===== src/logic/spmc_map.svh =====
// Purpose: register map and timing constants of the switch power mode control
// Assumes: AHB-Lite word registers, byte address = index * 4
// Notes: indices compare against haddr[7:2]
`ifndef SPMC_MAP_SVH
`define SPMC_MAP_SVH
// ==========================================
// Register indices
`define SPMC_MODE_IDX 6'd14
`define SPMC_SLEEP_IDX 6'd15
`define SPMC_PORTPD_IDX 6'd16
`define SPMC_STAT_IDX 6'd17
// ==========================================
// Field positions
`define SPMC_MODE_LSB 3
`define SPMC_MODE_MSB 4
`define SPMC_SLEEP_MSB 7
`define SPMC_STAT_PSAVE 6
`define SPMC_STAT_ENERGY 7
// ==========================================
// Reset values
`define SPMC_MODE_RST 2'b00
`define SPMC_SLEEP_RST 8'h50
// ==========================================
// Timing
`define SPMC_CLK_MHZ 200
`define SPMC_PULSE_NS 120
`define SPMC_PULSE_PERIOD_MS 1000
`define SPMC_TICK_US 1000
`endif


===== src/logic/spmc_pkg.sv =====
// Purpose: types of the switch power mode control
// Assumes: constants live in spmc_map.svh
// Notes: state codes are one-hot
package spmc_pkg;
    // ==========================================
    // Power mode field encoding
    typedef enum logic [1:0] {
        SPMC_NORMAL = 2'b00,
        SPMC_ENERGY = 2'b01,
        SPMC_SOFTPD = 2'b10,
        SPMC_PSAVE = 2'b11
    } spmc_mode_t;
    // ==========================================
    // Controller states
    typedef enum logic [5:0] {
        ST_NORMAL = 6'b000001,
        ST_PSAVE = 6'b000010,
        ST_ED_ACT = 6'b000100,
        ST_ED_LOW = 6'b001000,
        ST_SOFTPD = 6'b010000,
        ST_WAKE = 6'b100000
    } spmc_state_t;
    // ==========================================
    // Global enables, link pulse and internal reset
    typedef struct packed {
        logic pllClkEn;
        logic macEn;
        logic hostIfEn;
        logic edMonitorEn;
        logic linkPulse;
        logic internalReset;
    } spmc_pwr_t;
endpackage


===== src/logic/spmc_power_ctrl.sv =====
// Purpose: power mode sequencer of a four-port switch, AHB-Lite register slave
// Assumes: single clock, synchronous active-high reset, inputs synchronous
// Notes: the slave answers in every mode so a host access can wake it from soft power-down
// Operation
// - Mode field 00 normal, 01 energy detect, 10 soft power-down, 11 power saving.
// - Per-port power-down bit set powers that PHY port down regardless of mode.
// - PHY management control bit 11 also powers that port down.
// - Mode field resets to 00, so operation starts normal.
// - Normal mode: clocks run, PHYs and MACs on, host interface serves accesses.
// - From normal, move to whatever other mode the host writes.
// - Energy-detect low state sends 120 ns link pulses once per second.
// - Enter low state after no energy longer than the go-sleep time.
// - Low state keeps monitoring and returns to normal state on energy.
// - Low state disables everything but receiver energy detect.
// - Energy-detect normal state transmits and receives packets as usual.
// - Soft power-down stops clocks and switches off all PHYs and MACs.
// - Host access in soft power-down wakes to normal with internal reset.
// - Power saving acts only with autoneg on, cable out, mode 11.
// - Power saving keeps clocks, MAC, registers and host interface alive.
// - Power saving keeps transmitter on, switches off unused receiver only.
// - Power saving restores full PHY power when link activity resumes.
// - From power saving, move to whatever other mode the host writes.
`timescale 1ns/100ps
`default_nettype none
`include "spmc_map.svh"
module spmc_power_ctrl #(
    parameter int NPHY = 2,
    parameter int TICK_CYCLES = `SPMC_TICK_US * `SPMC_CLK_MHZ,
    parameter int PERIOD_CYCLES = `SPMC_PULSE_PERIOD_MS * 1000 * `SPMC_CLK_MHZ
) (
    input wire logic clock,
    input wire logic reset,
    input wire logic hsel,
    input wire logic [31:0] haddr,
    input wire logic [1:0] htrans,
    input wire logic hwrite,
    input wire logic [2:0] hsize,
    input wire logic [31:0] hwdata,
    input wire logic hready,
    output logic hreadyout,
    output logic hresp,
    output logic [31:0] hrdata,
    input wire logic [NPHY-1:0] energyDetect,
    input wire logic [NPHY-1:0] miimPowerDown,
    input wire logic autoNegEn,
    input wire logic cableConnected,
    output spmc_pkg::spmc_pwr_t pwr,
    output logic [NPHY-1:0] phyPowerDown,
    output logic [NPHY-1:0] phyTxEn,
    output logic [NPHY-1:0] phyRxEn
);
    import spmc_pkg::*;

    localparam int TW = $clog2(TICK_CYCLES);
    localparam int PW = $clog2(PERIOD_CYCLES);
    localparam int PULSE_CYCLES = (`SPMC_PULSE_NS * `SPMC_CLK_MHZ) / 1000;

    typedef struct packed {
        spmc_state_t st;
        spmc_mode_t mode;
        logic [7:0] goSleep;
        logic [NPHY-1:0] portPd;
        logic [TW-1:0] tick;
        logic [8:0] idle;
        logic [PW-1:0] pulse;
        logic pulseOn;
        logic dpValid;
        logic dpWrite;
        logic [5:0] dpIdx;
        logic [31:0] rdata;
    } spmc_core_t;

    localparam spmc_core_t RST = '{
        st: ST_NORMAL,
        mode: spmc_mode_t'(`SPMC_MODE_RST),
        goSleep: `SPMC_SLEEP_RST,
        portPd: '0,
        tick: '0,
        idle: 9'h000,
        pulse: '0,
        pulseOn: 1'b0,
        dpValid: 1'b0,
        dpWrite: 1'b0,
        dpIdx: 6'h00,
        rdata: 32'h0000_0000
    };

    spmc_core_t q;
    spmc_core_t d;
    logic addrPhase;
    logic hostOn;
    logic anyEnergy;
    logic psaveOn;
    logic tickHit;
    logic [31:0] rd;

    // ==========================================
    // Mode to state
    function automatic spmc_state_t modeState(input spmc_mode_t m);
        spmc_state_t s;
        s = ST_NORMAL;
        case (m)
            SPMC_NORMAL: s = ST_NORMAL;
            SPMC_ENERGY: s = ST_ED_ACT;
            SPMC_SOFTPD: s = ST_SOFTPD;
            SPMC_PSAVE: s = ST_PSAVE;
            default: s = ST_NORMAL;
        endcase
        return s;
    endfunction

    assign anyEnergy = |energyDetect;
    assign addrPhase = hsel & htrans[1] & hready;
    // Register access off in low states and wake; an access wakes soft power-down only
    assign hostOn = (q.st != ST_ED_LOW) && (q.st != ST_SOFTPD) && (q.st != ST_WAKE);
    assign psaveOn = (q.st == ST_PSAVE) && autoNegEn && !cableConnected && !anyEnergy;
    assign tickHit = (q.tick == TW'(TICK_CYCLES - 1));

    // ==========================================
    // Next state
    always_comb begin
        d = q;
        rd = 32'h0000_0000;
        d.dpValid = addrPhase;
        d.dpWrite = hwrite;
        d.dpIdx = haddr[7:2];
        if (q.dpValid && q.dpWrite && hostOn) begin
            case (q.dpIdx)
                `SPMC_MODE_IDX: begin
                    d.mode = spmc_mode_t'(hwdata[`SPMC_MODE_MSB:`SPMC_MODE_LSB]);
                end
                `SPMC_SLEEP_IDX: begin
                    d.goSleep = hwdata[`SPMC_SLEEP_MSB:0];
                end
                `SPMC_PORTPD_IDX: begin
                    d.portPd = hwdata[NPHY-1:0];
                end
                default: begin
                end
            endcase
        end
        d.tick = tickHit ? '0 : q.tick + TW'(1);
        if (anyEnergy || (q.st != ST_ED_ACT)) begin
            d.idle = 9'h000;
        end else if (tickHit && (q.idle != 9'h1ff)) begin
            d.idle = q.idle + 9'h001;
        end
        if (q.st != ST_ED_LOW) begin
            d.pulse = '0;
        end else begin
            d.pulse = (q.pulse == PW'(PERIOD_CYCLES - 1)) ? '0 : q.pulse + PW'(1);
        end
        // Read data sees a write finishing in the same cycle
        if (addrPhase && !hwrite && hostOn) begin
            case (haddr[7:2])
                `SPMC_MODE_IDX: begin
                    rd[`SPMC_MODE_MSB:`SPMC_MODE_LSB] = d.mode;
                end
                `SPMC_SLEEP_IDX: begin
                    rd[`SPMC_SLEEP_MSB:0] = d.goSleep;
                end
                `SPMC_PORTPD_IDX: begin
                    rd[NPHY-1:0] = d.portPd;
                end
                `SPMC_STAT_IDX: begin
                    rd[5:0] = q.st;
                    rd[`SPMC_STAT_PSAVE] = psaveOn;
                    rd[`SPMC_STAT_ENERGY] = anyEnergy;
                end
                default: begin
                end
            endcase
        end
        d.rdata = rd;
        case (q.st)
            ST_NORMAL: begin
                d.st = modeState(q.mode);
            end
            ST_PSAVE: begin
                d.st = modeState(q.mode);
            end
            ST_ED_ACT: begin
                if (q.mode != SPMC_ENERGY) begin
                    d.st = modeState(q.mode);
                end else if (!anyEnergy && (q.idle > {1'b0, q.goSleep})) begin
                    d.st = ST_ED_LOW;
                end
            end
            ST_ED_LOW: begin
                if (anyEnergy) begin
                    d.st = ST_ED_ACT;
                end
            end
            ST_SOFTPD: begin
                if (addrPhase) begin
                    d = RST;
                    d.st = ST_WAKE;
                end
            end
            ST_WAKE: begin
                d.st = ST_NORMAL;
            end
            default: begin
                d.st = ST_NORMAL;
            end
        endcase
        // First pulse starts with the low state, none lingers after it
        d.pulseOn = (d.st == ST_ED_LOW) && (d.pulse < PW'(PULSE_CYCLES));
    end

    // ==========================================
    // State register
    always_ff @(posedge clock) begin
        if (reset) begin
            q <= RST;
        end else begin
            q <= d;
        end
    end

    // ==========================================
    // Outputs
    assign hreadyout = 1'b1;
    assign hresp = 1'b0;
    assign hrdata = q.rdata;
    always_comb begin
        pwr.pllClkEn = hostOn || (q.st == ST_WAKE);
        pwr.macEn = hostOn;
        pwr.hostIfEn = hostOn;
        pwr.edMonitorEn = (q.st == ST_ED_LOW);
        pwr.linkPulse = q.pulseOn;
        pwr.internalReset = (q.st == ST_WAKE);
    end

    genvar gi;
    generate
        for (gi = 0; gi < NPHY; gi++) begin : g_phy
            assign phyPowerDown[gi] = q.portPd[gi] | miimPowerDown[gi];
            assign phyTxEn[gi] = !phyPowerDown[gi] && hostOn;
            assign phyRxEn[gi] = !phyPowerDown[gi] && hostOn && !psaveOn;
        end
    endgenerate

    // ==========================================
    // Checks
    logic [7:0] hiCnt;
    always_ff @(posedge clock) begin
        if (reset) begin
            hiCnt <= 8'h00;
        end else begin
            hiCnt <= pwr.linkPulse ? hiCnt + 8'h01 : 8'h00;
        end
    end

    // ==========================================
    // Pulse period helper
    // A rise is a high pulse with no count behind it
    logic [PW-1:0] perCnt;
    logic perSeen;
    always_ff @(posedge clock) begin
        if (reset || (q.st != ST_ED_LOW)) begin
            perCnt <= '0;
            perSeen <= 1'b0;
        end else if (pwr.linkPulse && (hiCnt == 8'h00)) begin
            perCnt <= '0;
            perSeen <= 1'b1;
        end else begin
            perCnt <= perCnt + PW'(1);
        end
    end
endmodule
`default_nettype wire


===== config.mk =====
export PLATFORM = sky130hd
export DESIGN_NAME = spmc_power_ctrl
export DESIGN_NICKNAME = d
export VERILOG_FILES = /design/src/logic/spmc_pkg.sv /design/src/logic/spmc_power_ctrl.sv
export VERILOG_INCLUDE_DIRS = /design/src /design/src/logic
export SDC_FILE = /design/constraint.sdc
export NUM_CORES = 1
export LEC_CHECK = 0
export BUFFER_PORTS_ARGS = -buffer_cell sky130_fd_sc_hd__buf_2
export CORE_MARGIN = 2
export CORE_UTILIZATION = 55
export CTS_BUF_LIST = sky130_fd_sc_hd__clkbuf_4
export CTS_CLUSTER_SIZE = 10
export DETAILED_ROUTE_END_ITERATION = 8
export GPL_ROUTABILITY_DRIVEN = 0
export PLACE_DENSITY = 0.87
export SLEW_MARGIN = 15
export SYNTH_ARGS = -nofsm -noshare
export SYNTH_HDL_FRONTEND = slang
export SYNTH_SLANG_ARGS = --single-unit

===== constraint.sdc =====
create_clock -name clock -period 5.9 [get_ports clock]
set_input_delay 1.18 -clock clock [delete_from_list [all_inputs] [get_ports clock]]
set_output_delay 1.18 -clock clock [all_outputs]
set_load 0.1 [all_outputs]

==> key figures <==
Outcome
  – Status: complete, no violations

Cells and area
  – Synth-to-layout area growth: 5.38%
  – Layout cells sized above 1: 0.126
  – Ant diodes: 0
  – Final instance count without filler cells: 690
  – # fillers: 718
  – NumNets Final: around 670

Die
  – Initial Utilization: 0.569
  – Die H: between 90 and 100 um
  – Core footprint: 8260 sq um
  – Site Rows: 33
  – Die area: a little over 9000 sq um
  – Die Width: 96.5 um
  – Num ports: 126

Yosys
  – Number of enable flip-flop cells after synthesis: 0
  – Syn Area/Cell: approximately 8.5 sq um
  – Yosys top cell by area: dfxtp_1
  – Library cells used by synthesis: 55
  – FF+latch count, synth: 90
  – Area of the mapped netlist: 4700 sq um
  – Cells taking the most area after synthesis: dfxtp_1, nor2_1, xor2_1
  – Synth Warn #: 0
  – Cells after Synth: 556
  – Sequential area share after synthesis: 0.383
  – Synth Flop Type: dfxtp_1
  – Ys async rst share: 0
  – Top cell type's share of synthesized area: 0.383

Critical path
  – Delay-heaviest family, CP: simple AND/OR/NAND/NOR gates
  – Critical-path cell list: buf_2 -> nor2_1 -> nand3_1 -> nand2_1 -> nor2_1 -> buf_2
  – Max stage delay on crit path: between 0.3 and 0.4 ns
  – Worst setup SP type: input port
  – Crit. End Element: output pin
  – CP Buf/Inv Count: 2
  – CP Max Fanout: 5
  – Worst R2R Setup Slack: 2.97 ns
  – CP max stage cell: nor2_1
  – Data required, critical path: 4.72 ns
  – Crit path DAT: 2.27 ns
  – Worst r2r dst: pwr[1]$_SDFF_PP0_
  – Critical R2R Launch: q[41]$_SDFF_PP0_
  – Crit path kind: input port to output pin
  – Reg2reg path depth: 8

Power and ir drop
  – Max VDD drop: 110 uV
  – Static Leak: 2.02 nW
  – Pwr per Cell Area: 225 nW/um^2

CTS
  – Clk Latency, worst-skew pair: 0.43 ns
  – Hold_buf cts: 0
  – Clock slew at reported path FFs: roughly 0.13 ns
  – Post-CTS Setup Bufs: 0
  – Clock buffer depth: 2
  – Cts bufs inserted: 9
  – Root Driver: clkbuf_4
  – CTS tree: done
  – Total clock sinks: 90
  – PostCTS Resize Cnt: 0
  – CTS H-tree lvls: 3

Place
  – Detailed Place HPWL: 6880 um
  – IO Port Bufs: 45
  – DP Worst Slack: 2.46 ns
  – Placed cell count: approximately 670

Detailed routing
  – Avg Vias per Cell: 5.43
  – Routed vias: 3747
  – Count of antenna-violating nets left after detailed routing: 0
  – DRC violations left: 0
  – Avg WL per Cell: 13.5 um
  – Final wirelength: a little over 9000 um
  – Initial DRC count: 157
  – Pre-antenna DRT Iters: 4

STA
  – Final Skew: 0.0159 ns
  – Worst hold slack: 0.446 ns
  – Final hold vios: 0
  – PnR worst setup slack: 2.45 ns
  – Unrepaired setup endpoints after global routing: false
  – Crit share post-route: 0.585
  – Slew Limit Fails: 0
  – Relative slew slack: 0.296
  – Endpoints failing setup: 0
  – Crit path time final: between 3 and 4 ns
  – Setup tns final: 0 ns
  – Worst-margin pin slew: 1.06 ns
  – F_max: about 290 MHz

Min path
  – Hold Crit Class: flip-flop to flip-flop
  – Hold endpoint: q[78]$_SDFF_PP0_
  – Beginning of the worst hold path: q[78]$_SDFF_PP0_
  – Hold Crit Depth: 1

Flow run
  – MaxCap Viol Count: 0

Global route
  – First-pass GRT wire length: 14900 um
  – GR Overflow Total: 0
  – Largest net degree at the start of global routing: 29
  – Initial antenna violation count: 1
  – All-Layer GR Usage: 0.203
  – Vias in the first global route: 3385
-- registers in the layout, indices dropped and copies added, names as in the netlist --
signal / flops
q: 81
hrdata: 8
pwr: 1
-- cell usage in the layout (no fill, tap or decap), types with 2 or more instances in the layout --
cell type,synthesis,layout
nand4b_1,4,4
a21oi_1,9,9
nor2b_1,6,6
clkbuf_4,0,9
a211oi_1,5,5
and3_1,12,12
nor3_1,11,11
conb_1,2,26
or2_2,6,6
ha_1,12,12
o21ai_0,9,9
or3_1,2,2
xnor2_1,23,23
a2111oi_0,2,2
bufinv_16,0,2
nand2b_1,3,3
and2_1,14,14
a211o_1,3,3
nand3_1,24,24
clkinv_1,0,2
nand3b_1,3,3
mux2_2,2,2
nor3b_1,2,2
or4_1,5,5
xor2_1,34,34
mux2i_1,15,15
and3b_1,3,3
nand2_1,38,38
buf_2,3,45
o22a_1,2,2
inv_1,16,16
nor2_1,92,92
nor4_1,10,10
a31oi_1,2,2
nand4_1,16,16
a2bb2oi_1,4,4
o32ai_1,2,2
dfxtp_1,90,90
nor4bb_1,2,2
-- where the power goes --
group / total [mW] / internal, mW / switching, mW
Sequential: 0.615 / 0.612 / 0.00238
Clock: 0.385 / 0.171 / 0.213
Combinational: 0.117 / 0.0135 / 0.103
-- synthesized netlist by cell type (4+ instances only) --
| cell | number |
|---|---|
| o21ai_0 | 9 |
| nor2b_1 | 6 |
| nand3_1 | 24 |
| nor3_1 | 11 |
| nand4_1 | 16 |
| or2_2 | 6 |
| buf_4 | 37 |
| dfxtp_1 | 90 |
| nand4b_1 | 4 |
| or4_1 | 5 |
| xnor2_1 | 23 |
| a21oi_1 | 9 |
| nor4_1 | 10 |
| and2_1 | 14 |
| clkbuf_1 | 14 |
| nand2_1 | 38 |
| inv_1 | 16 |
| ha_1 | 12 |
| a2bb2oi_1 | 4 |
| mux2i_1 | 15 |
| a211oi_1 | 5 |
| xor2_1 | 34 |
| nor2_1 | 92 |
| and3_1 | 12 |
-- kinds of logic (layout without fill, tap and decap cells) --
logic type                 after synthesis  count (layout)  share of synthesized area
and+or+nand+nor                        261             261                      0.285
DFF                                     90              90                      0.383
buffers and inverters                   72              77                     0.0881
xor gates and xnor gates                57              57                      0.106
AOI/OAI and AO/OA                       45              45                     0.0671
muxes                                   17              17                     0.0367
adders and majority gates               12              12                     0.0319
other                                    2              26                    0.00160
-- layer usage --
metal  vias up  wire length (um)  GRT usage
li1       1884                 -          -
met3        11               427     0.0411
met1      1768              4210      0.252
met4         2               106     0.0704
met5         -                16          0
met2        82              4560      0.349
-- through the flow --
step           utilization  cell area [sq um]  power (mW)
2_1_floorplan            -               4790       0.743
3_3_place_gp         0.581               4790       0.743
3_5_place_dp         0.581               4790       0.745
4_1_cts              0.600               4950        1.12
5_1_grt              0.600               4950        1.15
6_report             0.600               4950        1.12
-- how the worst max path moves through the flow --
stage	start	to	slack [ns]	cells past startpoint
2_1_floorplan	miimPowerDown[0]	phyRxEn[0]	1.68	2
3_5_place_dp	energyDetect[1]	phyRxEn[1]	2.46	6
4_1_cts	energyDetect[1]	phyRxEn[1]	2.46	6
5_1_grt	energyDetect[1]	phyRxEn[1]	2.37	6
3_3_place_gp	energyDetect[1]	phyRxEn[1]	2.50	6
6_report	energyDetect[1]	phyRxEn[1]	2.45	6
-- area by class of cell --
cell class / count / area (sq um) / share of cell area
multi-input cells: 418 / 2580 / 0.520
well taps: 105 / 131 / 0.0265
inverters: 16 / 60.1 / 0.0121
clock inverters: 7 / 92.6 / 0.0187
clock buffers: 9 / 67.6 / 0.0136
repair buffers: 45 / 225 / 0.0455
flip-flops and latches: 90 / 1800 / 0.364
No activity file was read; power rests on OpenSTA's default activity.
